### src/hw/qps_consts.svh
/*
 * Named constants of the packet priority classifier and egress scheduler:
 * register offsets, field positions, reset values and header offsets.
 * Assumes it is included by bare name inside design and bench files.
 */
`ifndef QPS_CONSTS_SVH
`define QPS_CONSTS_SVH

// ==========================================================================
// register word offsets (byte address is four times the offset)
`define QPS_OFF_CTRL 8'h00
`define QPS_OFF_QMAP 8'h01
`define QPS_OFF_WGT 8'h02
`define QPS_OFF_DSEN 8'h03
`define QPS_OFF_STAT 8'h04
`define QPS_OFF_PPRI 8'h10
`define QPS_OFF_DMAP 8'h40
`define QPS_DMAP_SEL 2'h1

// ==========================================================================
// field positions
`define QPS_CTRL_CLS 1:0
`define QPS_CTRL_SCH 3:2
`define QPS_PPRI_EN 3
`define QPS_PPRI_LVL 2:0
`define QPS_TOS_DSCP 7:2
`define QPS_PCP 7:5

// ==========================================================================
// reset values
`define QPS_RST_CLS 2'h0
`define QPS_RST_SCH 2'h2
`define QPS_RST_QMAP 16'h05AF
`define QPS_RST_WGT 16'h1248
`define QPS_RST_DSEN 10'h3FF

// ==========================================================================
// sizes
`define QPS_NQ 4
`define QPS_NPRIO 8
`define QPS_NPORT 10
`define QPS_NDSCP 64
`define QPS_QAW 4
`define QPS_QDEPTH 5'h10
`define QPS_TAGW 8
`define QPS_SEQW 7

// ==========================================================================
// frame header byte offsets and values
`define QPS_B_ETYPE 5'h0D
`define QPS_B_PCP 5'h0E
`define QPS_B_ETYPE_T 5'h11
`define QPS_B_TOS 5'h0F
`define QPS_B_TOS_T 5'h13
`define QPS_B_LAST 5'h1F
`define QPS_ET_VLAN 16'h8100
`define QPS_ET_IPV4 16'h0800

`endif

### src/hw/qps_pkg.sv
/*
 * Types of the packet priority classifier and egress scheduler.
 * Assumes nothing of its surroundings.
 */
package qps_pkg;

  typedef enum logic [1:0] {
    QPS_CLS_TAG = 2'h0,
    QPS_CLS_DSCP = 2'h1,
    QPS_CLS_PORT = 2'h2
  } qps_cls_t;

  typedef enum logic [1:0] {
    QPS_SCH_FCFS = 2'h0,
    QPS_SCH_STRICT = 2'h1,
    QPS_SCH_WRR = 2'h2
  } qps_sch_t;

  typedef enum logic [2:0] {
    QPS_ST_PICK = 3'h1,
    QPS_ST_READ = 3'h2,
    QPS_ST_SEND = 3'h4
  } qps_st_t;

  typedef logic [1:0] qps_qid_t;

endpackage

### src/hw/qps_mem.sv
/*
 * Small simple dual-port memory holding queued packet tags.
 * Assumes one clock; read data come from a register one cycle after re.
 */
module qps_mem #(
  parameter int DW = 8,
  parameter int AW = 6
) (
  input wire logic clk,
  input wire logic ce,
  input wire logic we,
  input wire logic [AW-1:0] waddr,
  input wire logic [DW-1:0] wdata,
  input wire logic re,
  input wire logic [AW-1:0] raddr,
  output logic [DW-1:0] rdata
);

  logic [DW-1:0] mem_q [0:(1<<AW)-1];

  always_ff @(posedge clk) begin
    if (ce && we) begin
      mem_q[waddr] <= wdata;
    end
    if (ce && re) begin
      rdata <= mem_q[raddr];
    end
  end

endmodule

### src/hw/qps_top.sv
/*
 * Packet priority classifier with four egress queues and a scheduler.
 * Assumes packets arrive as a byte stream with a per-packet tag handle,
 * packet data held outside; software on an Avalon-MM slave port.
 */
`include "qps_consts.svh"

module qps_top
  import qps_pkg::*;
(
  input wire logic clk,
  input wire logic srst,
  input wire logic ce,
  input wire logic [7:0] avs_address,
  input wire logic avs_read,
  input wire logic avs_write,
  input wire logic [31:0] avs_writedata,
  output logic [31:0] avs_readdata,
  output logic avs_waitrequest,
  input wire logic in_valid,
  output logic in_ready,
  input wire logic in_sop,
  input wire logic in_eop,
  input wire logic [7:0] in_data,
  input wire logic [3:0] in_port,
  input wire logic [7:0] in_tag,
  output logic out_valid,
  input wire logic out_ready,
  output logic [7:0] out_tag,
  output logic [1:0] out_queue
);

  // ========================================================================
  // functions
  // next non-empty queue after cur, walking upward from cur+1 cyclically
  function automatic qps_qid_t qps_next(input qps_qid_t cur,
                                       input logic [3:0] ne);
    qps_qid_t r;
    qps_qid_t c;
    r = cur;
    for (int i = `QPS_NQ; i >= 1; i--) begin
      c = qps_qid_t'(cur + qps_qid_t'(i));
      if (ne[c]) begin
        r = c;
      end
    end
    return r;
  endfunction

  // a arrived before b; in-flight count never exceeds 64, half the seq range
  function automatic logic qps_older(input logic [6:0] a,
                                    input logic [6:0] b);
    logic [6:0] d;
    d = 7'(a - b);
    return d[6];
  endfunction

  // ========================================================================
  // configuration and bus slave
  logic [1:0] cls_q, cls_d;
  logic [1:0] sch_q, sch_d;
  logic [15:0] qmap_q, qmap_d;
  logic [15:0] wgt_q, wgt_d;
  logic [9:0] dsen_q, dsen_d;
  logic [3:0] ppri_q [0:`QPS_NPORT-1];
  logic [3:0] ppri_d [0:`QPS_NPORT-1];
  logic [2:0] dmap_q [0:`QPS_NDSCP-1];
  logic [2:0] dmap_d [0:`QPS_NDSCP-1];
  logic ack_q, ack_d;
  logic [31:0] rdata_q, rdata_d;
  logic [4:0] qcnt [0:`QPS_NQ-1];

  assign avs_waitrequest = (avs_read | avs_write) & ~ack_q;
  assign avs_readdata = rdata_q;

  always_comb begin
    cls_d = cls_q;
    sch_d = sch_q;
    qmap_d = qmap_q;
    wgt_d = wgt_q;
    dsen_d = dsen_q;
    ppri_d = ppri_q;
    dmap_d = dmap_q;
    rdata_d = rdata_q;
    // one wait state: reads decode in the first cycle, writes in the second; both answer in the second
    ack_d = (avs_read | avs_write) & ~ack_q;
    if (avs_read && !ack_q) begin
      rdata_d = 32'h0;
      if (avs_address == `QPS_OFF_CTRL) begin
        rdata_d[3:0] = {sch_q, cls_q};
      end else if (avs_address == `QPS_OFF_QMAP) begin
        rdata_d[15:0] = qmap_q;
      end else if (avs_address == `QPS_OFF_WGT) begin
        rdata_d[15:0] = wgt_q;
      end else if (avs_address == `QPS_OFF_DSEN) begin
        rdata_d[9:0] = dsen_q;
      end else if (avs_address == `QPS_OFF_STAT) begin
        rdata_d[19:0] = {qcnt[3], qcnt[2], qcnt[1], qcnt[0]};
      end else if (avs_address >= `QPS_OFF_PPRI &&
                   avs_address < `QPS_OFF_PPRI + 8'(`QPS_NPORT)) begin
        rdata_d[3:0] = ppri_q[4'(avs_address - `QPS_OFF_PPRI)];
      end else if (avs_address[7:6] == `QPS_DMAP_SEL) begin
        rdata_d[2:0] = dmap_q[avs_address[5:0]];
      end
    end
    if (avs_write && ack_q) begin
      if (avs_address == `QPS_OFF_CTRL) begin
        cls_d = avs_writedata[`QPS_CTRL_CLS];
        sch_d = avs_writedata[`QPS_CTRL_SCH];
      end else if (avs_address == `QPS_OFF_QMAP) begin
        qmap_d = avs_writedata[15:0];
      end else if (avs_address == `QPS_OFF_WGT) begin
        wgt_d = avs_writedata[15:0];
      end else if (avs_address == `QPS_OFF_DSEN) begin
        dsen_d = avs_writedata[9:0];
      end else if (avs_address >= `QPS_OFF_PPRI &&
                   avs_address < `QPS_OFF_PPRI + 8'(`QPS_NPORT)) begin
        ppri_d[4'(avs_address - `QPS_OFF_PPRI)] = avs_writedata[3:0];
      end else if (avs_address[7:6] == `QPS_DMAP_SEL) begin
        dmap_d[avs_address[5:0]] = avs_writedata[2:0];
      end
    end
  end

  always_ff @(posedge clk) begin
    if (srst) begin
      cls_q <= `QPS_RST_CLS;
      sch_q <= `QPS_RST_SCH;
      qmap_q <= `QPS_RST_QMAP;
      wgt_q <= `QPS_RST_WGT;
      dsen_q <= `QPS_RST_DSEN;
      ack_q <= 1'b0;
      rdata_q <= 32'h0;
      for (int i = 0; i < `QPS_NPORT; i++) begin
        ppri_q[i] <= 4'h0;
      end
      for (int i = 0; i < `QPS_NDSCP; i++) begin
        dmap_q[i] <= 3'h0;
      end
    end else if (ce) begin
      cls_q <= cls_d;
      sch_q <= sch_d;
      qmap_q <= qmap_d;
      wgt_q <= wgt_d;
      dsen_q <= dsen_d;
      ack_q <= ack_d;
      rdata_q <= rdata_d;
      ppri_q <= ppri_d;
      dmap_q <= dmap_d;
    end
  end

  // ========================================================================
  // header parser
  logic [4:0] bcnt_q, bcnt_d;
  logic [7:0] prev_q, prev_d;
  logic tagged_q, tagged_d;
  logic [2:0] pcp_q, pcp_d;
  logic ipv4_q, ipv4_d;
  logic has_tos_q, has_tos_d;
  logic [7:0] tos_q, tos_d;
  logic beat;
  logic [4:0] idx;

  assign beat = ce & in_valid & in_ready;
  assign idx = in_sop ? 5'h0 : bcnt_q;

  always_comb begin
    bcnt_d = bcnt_q;
    prev_d = prev_q;
    tagged_d = tagged_q;
    pcp_d = pcp_q;
    ipv4_d = ipv4_q;
    has_tos_d = has_tos_q;
    tos_d = tos_q;
    if (beat) begin
      if (in_sop) begin
        tagged_d = 1'b0;
        ipv4_d = 1'b0;
        has_tos_d = 1'b0;
      end
      bcnt_d = (idx == `QPS_B_LAST) ? idx : 5'(idx + 5'h1);
      prev_d = in_data;
      if (idx == `QPS_B_ETYPE && {prev_q, in_data} == `QPS_ET_VLAN) begin
        tagged_d = 1'b1;
      end
      if (idx == `QPS_B_ETYPE && {prev_q, in_data} == `QPS_ET_IPV4) begin
        ipv4_d = 1'b1;
      end
      if (idx == `QPS_B_PCP && tagged_q) begin
        pcp_d = in_data[`QPS_PCP];
      end
      if (idx == `QPS_B_ETYPE_T && tagged_q &&
          {prev_q, in_data} == `QPS_ET_IPV4) begin
        ipv4_d = 1'b1;
      end
      // whole service octet kept; only its upper six bits are used
      if (ipv4_q && idx == (tagged_q ? `QPS_B_TOS_T : `QPS_B_TOS)) begin
        tos_d = in_data;
        has_tos_d = 1'b1;
      end
    end
  end

  always_ff @(posedge clk) begin
    if (srst) begin
      bcnt_q <= 5'h0;
      prev_q <= 8'h0;
      tagged_q <= 1'b0;
      pcp_q <= 3'h0;
      ipv4_q <= 1'b0;
      has_tos_q <= 1'b0;
      tos_q <= 8'h0;
    end else if (ce) begin
      bcnt_q <= bcnt_d;
      prev_q <= prev_d;
      tagged_q <= tagged_d;
      pcp_q <= pcp_d;
      ipv4_q <= ipv4_d;
      has_tos_q <= has_tos_d;
      tos_q <= tos_d;
    end
  end

  // ========================================================================
  // classification, decided on the last byte of the packet
  logic [2:0] prio;
  qps_qid_t qsel;
  logic port_ok;
  logic [3:0] pidx;
  logic [5:0] dscp;

  assign pidx = 4'(in_port - 4'h1);
  assign port_ok = in_port >= 4'h1 && in_port <= 4'(`QPS_NPORT);
  // precedence lands in the top three code point bits; must_be_zero_bit
  // at bit 0 is never looked at
  assign dscp = tos_q[`QPS_TOS_DSCP];

  always_comb begin
    prio = 3'h0;
    case (qps_cls_t'(cls_q))
      QPS_CLS_TAG: begin
        if (tagged_q) begin
          prio = pcp_q;
        end
      end
      QPS_CLS_DSCP: begin
        if (has_tos_q && port_ok && dsen_q[pidx]) begin
          prio = dmap_q[dscp];
        end
      end
      QPS_CLS_PORT: begin
        if (port_ok && ppri_q[pidx][`QPS_PPRI_EN]) begin
          prio = ppri_q[pidx][`QPS_PPRI_LVL];
        end
      end
      default: begin
        prio = 3'h0;
      end
    endcase
    // level 7 is most important; the table ranks it into a queue
    qsel = qps_qid_t'(qmap_q[{prio, 1'b0} +: 2]);
  end

  // ========================================================================
  // queues and egress scheduler
  logic [4:0] wp_q [0:`QPS_NQ-1];
  logic [4:0] wp_d [0:`QPS_NQ-1];
  logic [4:0] rp_q [0:`QPS_NQ-1];
  logic [4:0] rp_d [0:`QPS_NQ-1];
  logic [6:0] seq_q [0:`QPS_NQ*16-1];
  logic [6:0] seq_d [0:`QPS_NQ*16-1];
  logic [6:0] arr_q, arr_d;
  qps_st_t st_q, st_d;
  qps_qid_t wcur_q, wcur_d;
  logic [3:0] wcnt_q, wcnt_d;
  logic ov_q, ov_d;
  logic [7:0] otag_q, otag_d;
  qps_qid_t oq_q, oq_d;
  logic [3:0] nempty;
  logic enq;
  logic rd_en;
  qps_qid_t pick;
  logic [3:0] w;
  logic [7:0] mem_rdata;

  always_comb begin
    for (int i = 0; i < `QPS_NQ; i++) begin
      qcnt[i] = 5'(wp_q[i] - rp_q[i]);
      nempty[i] = qcnt[i] != 5'h0;
    end
  end

  assign in_ready = !(in_eop && qcnt[qsel] == `QPS_QDEPTH);
  assign enq = beat & in_eop;
  assign out_valid = ov_q;
  assign out_tag = otag_q;
  assign out_queue = oq_q;
  assign w = wgt_q[{wcur_q, 2'h0} +: 4];

  always_comb begin
    pick = 2'h0;
    case (qps_sch_t'(sch_q))
      QPS_SCH_FCFS: begin
        // oldest head of line over all queues, whatever its rank
        pick = qps_next(2'h3, nempty);
        for (int i = 0; i < `QPS_NQ; i++) begin
          if (nempty[i] && qps_older(seq_q[{2'(i), rp_q[i][3:0]}],
                                     seq_q[{pick, rp_q[pick][3:0]}])) begin
            pick = 2'(i);
          end
        end
      end
      QPS_SCH_STRICT: begin
        pick = qps_next(2'h3, nempty);
      end
      default: begin
        // a zero weight still serves one packet per turn
        if (nempty[wcur_q] && wcnt_q < w) begin
          pick = wcur_q;
        end else begin
          pick = qps_next(wcur_q, nempty);
        end
      end
    endcase
  end

  always_comb begin
    wp_d = wp_q;
    rp_d = rp_q;
    seq_d = seq_q;
    arr_d = arr_q;
    st_d = st_q;
    wcur_d = wcur_q;
    wcnt_d = wcnt_q;
    ov_d = ov_q;
    otag_d = otag_q;
    oq_d = oq_q;
    rd_en = 1'b0;
    if (enq) begin
      seq_d[{qsel, wp_q[qsel][3:0]}] = arr_q;
      wp_d[qsel] = 5'(wp_q[qsel] + 5'h1);
      arr_d = 7'(arr_q + 7'h1);
    end
    case (st_q)
      QPS_ST_PICK: begin
        if (nempty != 4'h0) begin
          rd_en = 1'b1;
          rp_d[pick] = 5'(rp_q[pick] + 5'h1);
          oq_d = pick;
          wcnt_d = (pick == wcur_q) ? 4'(wcnt_q + 4'h1) : 4'h1;
          wcur_d = pick;
          st_d = QPS_ST_READ;
        end
      end
      QPS_ST_READ: begin
        otag_d = mem_rdata;
        ov_d = 1'b1;
        st_d = QPS_ST_SEND;
      end
      QPS_ST_SEND: begin
        if (out_ready) begin
          ov_d = 1'b0;
          st_d = QPS_ST_PICK;
        end
      end
      default: begin
        st_d = QPS_ST_PICK;
      end
    endcase
  end

  always_ff @(posedge clk) begin
    if (srst) begin
      for (int i = 0; i < `QPS_NQ; i++) begin
        wp_q[i] <= 5'h0;
        rp_q[i] <= 5'h0;
      end
      for (int i = 0; i < `QPS_NQ*16; i++) begin
        seq_q[i] <= 7'h0;
      end
      arr_q <= 7'h0;
      st_q <= QPS_ST_PICK;
      wcur_q <= 2'h0;
      wcnt_q <= 4'h0;
      ov_q <= 1'b0;
      otag_q <= 8'h0;
      oq_q <= 2'h0;
    end else if (ce) begin
      wp_q <= wp_d;
      rp_q <= rp_d;
      seq_q <= seq_d;
      arr_q <= arr_d;
      st_q <= st_d;
      wcur_q <= wcur_d;
      wcnt_q <= wcnt_d;
      ov_q <= ov_d;
      otag_q <= otag_d;
      oq_q <= oq_d;
    end
  end

  qps_mem #(
    .DW(`QPS_TAGW),
    .AW(6)
  ) u_tags (
    .clk(clk),
    .ce(ce),
    .we(enq),
    .waddr({qsel, wp_q[qsel][3:0]}),
    .wdata(in_tag),
    .re(rd_en),
    .raddr({pick, rp_q[pick][3:0]}),
    .rdata(mem_rdata)
  );

endmodule

### config.mk
export PLATFORM = sky130hd
export DESIGN_NAME = qps_top
export DESIGN_NICKNAME = d
export VERILOG_FILES = /design/src/hw/qps_pkg.sv /design/src/hw/qps_mem.sv /design/src/hw/qps_top.sv
export VERILOG_INCLUDE_DIRS = /design/src /design/src/hw
export SDC_FILE = /design/constraint.sdc
export NUM_CORES = 2
export LEC_CHECK = 0
export BUFFER_PORTS_ARGS = -buffer_cell sky130_fd_sc_hd__buf_2
export CAP_MARGIN = 5
export CORE_UTILIZATION = 30
export DETAILED_ROUTE_END_ITERATION = 8
export SKIP_CTS_REPAIR_TIMING = 1
export SYNTH_ARGS = -nofsm -noshare
export SYNTH_HDL_FRONTEND = slang
export SYNTH_HIERARCHICAL = 1
export SYNTH_SLANG_ARGS = --single-unit
export TNS_END_PERCENT = 20
### constraint.sdc
create_clock -name clk -period 25.9 [get_ports clk]
set_clock_uncertainty 0.05 [all_clocks]
set_input_delay 3.885 -clock clk [delete_from_list [all_inputs] [get_ports clk]]
set_output_delay 3.885 -clock clk [all_outputs]
set_load 0.02 [all_outputs]
==> flow_metrics.env <==
export IMPL_outcome="finished, final reports clean"
export IMPL_die_y_um=493.5
export IMPL_top_usage_layer="met2"
export IMPL_synth_top_family_by_area="multiplexers"
export IMPL_core_mm2=0.2403
export IMPL_netlist_area_mm2=0.07248
export IMPL_final_hold_viol_count=0
export IMPL_cts_path_max_buffers=3
export IMPL_route_detailed_drc=0
export IMPL_final_seq_area_mm2=0.03239
export IMPL_worst_slack_ns=0.8494
export IMPL_crit_fanout=45
export IMPL_ys_flop_type="dfxtp_1"
export IMPL_grt_setup_unrepaired="no"
export IMPL_timing_hold_ws_ns=0.4092
export IMPL_yosys_register_bits=1357
export IMPL_final_max_slew_viol_count=0
export IMPL_fin_crit_sh_pct=96.72
export IMPL_drive_gt1_share_pct=15.64
export IMPL_cp_arrival_ns=25.53
export IMPL_num_rows=180
export IMPL_seq_area_frac_synth_pct=44.66
export IMPL_slowest_stage="dfxtp_2"
export IMPL_synth_compound_area_share_pct=10.53
export IMPL_met3_usage_pct=3.780
export IMPL_maxCapViolations=0
export IMPL_clkTransAtPathRegs_ns=0.07
export IMPL_yosys_cell_types_count=111
export IMPL_die_area_mm2=0.2436
export IMPL_start_util_pct=30.16
export IMPL_numPortBuffers=85
export IMPL_cts_buffers=146
export IMPL_finalSetupTns_ns=0
export IMPL_synth_enable_flop_cells=520
export IMPL_worst_skew_pair_late_latency_ns=0.83
export IMPL_areaGrowthSynthToFinish_pct=13.52
export IMPL_hold_class="reg2reg"
export IMPL_syn_area_per_cell_um2=9.812
export IMPL_ioPinCount=114
export IMPL_clkSinkCount=1357
export IMPL_wl_per_cell_um=23.23
export IMPL_muxShareOfSynthArea_pct=22.15
export IMPL_antenna_found_initial=10
export IMPL_placement_setup_worst_slack_ns=1.348
export IMPL_grt_max_degree=146
export IMPL_multi_input_area_mm2=0.03751
export IMPL_worstSetupStartpointType="flip-flop"
export IMPL_setup_viol=0
export IMPL_detail_route_antenna_nets=0
export IMPL_dr_pass1_iters=7
export IMPL_drt_wl_total_um=245900
export IMPL_gr_total_overflow=0
export IMPL_grt_total_usage_pct=19.45
export IMPL_fill_cells=23870
export IMPL_die_width_um=493.5
export IMPL_syn_inst=7387
export IMPL_tightest_slew_ns=1.332
export IMPL_endpoint_kind="flip-flop"
export IMPL_avgViaCountPerCell=5.674
export IMPL_async_flop_share_pct=0
export IMPL_root_buffer="clkbuf_16"
export IMPL_cts_tree="yes"
export IMPL_grt_use_met1_pct=26.00
export IMPL_synth_fa_ha_area_share_pct=0.8700
export IMPL_grt_pass1_wl_um=364800
export IMPL_hpwl_um=162000
export IMPL_path_common_cell="o21ai_0"
export IMPL_path_class="reg2reg"
export IMPL_final_cell_mix="nand2_1 (1146), nor2_1 (1048), dfxtp_1 (824), mux2i_1 (638), edfxtp_1 (520)"
export IMPL_fmax_mhz=39.92
export IMPL_grt_pass1_vias=56460
export IMPL_htree_levels=4
export IMPL_grtUsageMet2_pct=30.15
export IMPL_via_count=60080
export IMPL_critPathMaxStageDelay_ns=0.79
export IMPL_synth_simple_area_share_pct=17.35
export IMPL_max_slew_margin_pct=10.41
export IMPL_final_common_cell="nand2_1"
export IMPL_fin_nets=7394
export IMPL_fin_crit_ns=25.05
export IMPL_ys_warn_count=6
export IMPL_drt_iter0_markers=7747
export IMPL_crit_required_ns=26.38
export IMPL_place_gp_congestion=0.9584
export IMPL_synth_xor_area_share_pct=0.4505
[synth_stat cells (all sizes together), types with 11 or more instances]
cell / count / area, µm²
nand2: 1148 / 4309
nor2: 1053 / 3955
dfxtp: 837 / 16760
mux2i: 645 / 6476
edfxtp: 520 / 15610
clkbuf: 486 / 1824
nand3: 398 / 1992
mux4: 396 / 8941
a21oi: 374 / 1891
o21ai: 260 / 1313
buf: 161 / 840.8
o211ai: 130 / 980.9
a211oi: 101 / 780.8
and3: 90 / 563.0
a31oi: 59 / 381.6
inv: 57 / 214.0
nor3: 57 / 310.3
mux2: 56 / 634.4
a311oi: 50 / 437.9
ha: 44 / 550.5
nor2b: 42 / 262.8
nand3b: 29 / 221.5
nand4: 28 / 175.2
o22ai: 27 / 181.4
nand2b: 26 / 162.7
a22oi: 20 / 177.7
a221oi: 19 / 166.4
xor2: 19 / 181.4
a21o: 18 / 135.1
a211o: 16 / 141.4
and2: 14 / 87.59
xnor2: 13 / 121.4
a31o: 12 / 105.1
nor4: 11 / 83.83
o2111ai: 11 / 96.34
[sequential cells by signal, indices dropped and copies added, names as in the netlist, 4 cells and up]
signal / flops
tos_q: 6
out_tag: 8
wgt_q: 16
wcnt_q: 4
dsen_q: 10
qmap_q: 16
prev_q: 8
dmap_q: 192
bcnt_q: 5
ppri_q: 40
u_tags/rdata: 8
seq_q: 448
rp_q: 20
avs_readdata: 20
wp_q: 20
arr_q: 7
u_tags/mem_q: 512
[final timing paths]
| kind | slack [ns] | to | startpoint | cells after the start |
|---|---|---|---|---|
| hold reg to reg | 0.41 | out_tag[6] | out_tag[6] | 2 |
| setup reg to reg | 0.85 | u_tags/rdata[4] | rp_q[11] | 101 |
| hold / removal | 0.41 | out_tag[6] | out_tag[6] | 2 |
| setup / recovery | 0.85 | u_tags/rdata[4] | rp_q[11] | 101 |
[critical path, delay by kind of cell, from the launching register on]
family	cells	cell delay, ns
simple gates	29	6.41
mux	5	1.64
flops	1	0.79
compound gates	49	10.76
buf+inv	11	2.45
xor+xnor	2	0.70
fa+ha+maj	5	1.68
[layout make-up]
class	instances	share of cell area [%]
multi-input combinational	5336	45.59
antenna	7	0.02129
tap	3185	4.843
clock buffer	197	4.954
timing repair buffer	376	3.951
sequential	1357	39.36
inverter	60	0.2737
clock inverter	71	0.9991
[per-layer routing]
metal  wire length, µm  part of all wire, %  vias up
li1                  -                    -    26630
met1            100900                   41    29570
met2            110300                   45     3207
met3             23110                  9.4      665
met4             11580                  4.7       10
met5                62                0.025        -
[cell families (layout without fill, tap and decap cells)]
group           count (synthesis)  after routing
other cells                     1             21
simple gates                 2953           2953
buf+inv                       707            704
flops                        1357           1357
compound gates               1191           1191
xor+xnor                       33             33
mux                          1097           1097
fa+ha+maj                      48             48
[per-stage QoR]
stage | cell area [µm²] | std cells | utilization (%)
floorplan | 72530 | 7400 | -
finish | 82280 | 10590 | 34.24
detailed placement | 77360 | 10310 | 32.19
global route | 82270 | 10580 | 34.23
global placement | 77360 | 10310 | 32.19
CTS | 82260 | 10580 | 34.23
Power is left out: the tool's default activity adds up to more than one toggle a clock period on the data nets, which glitch-free logic cannot reach.
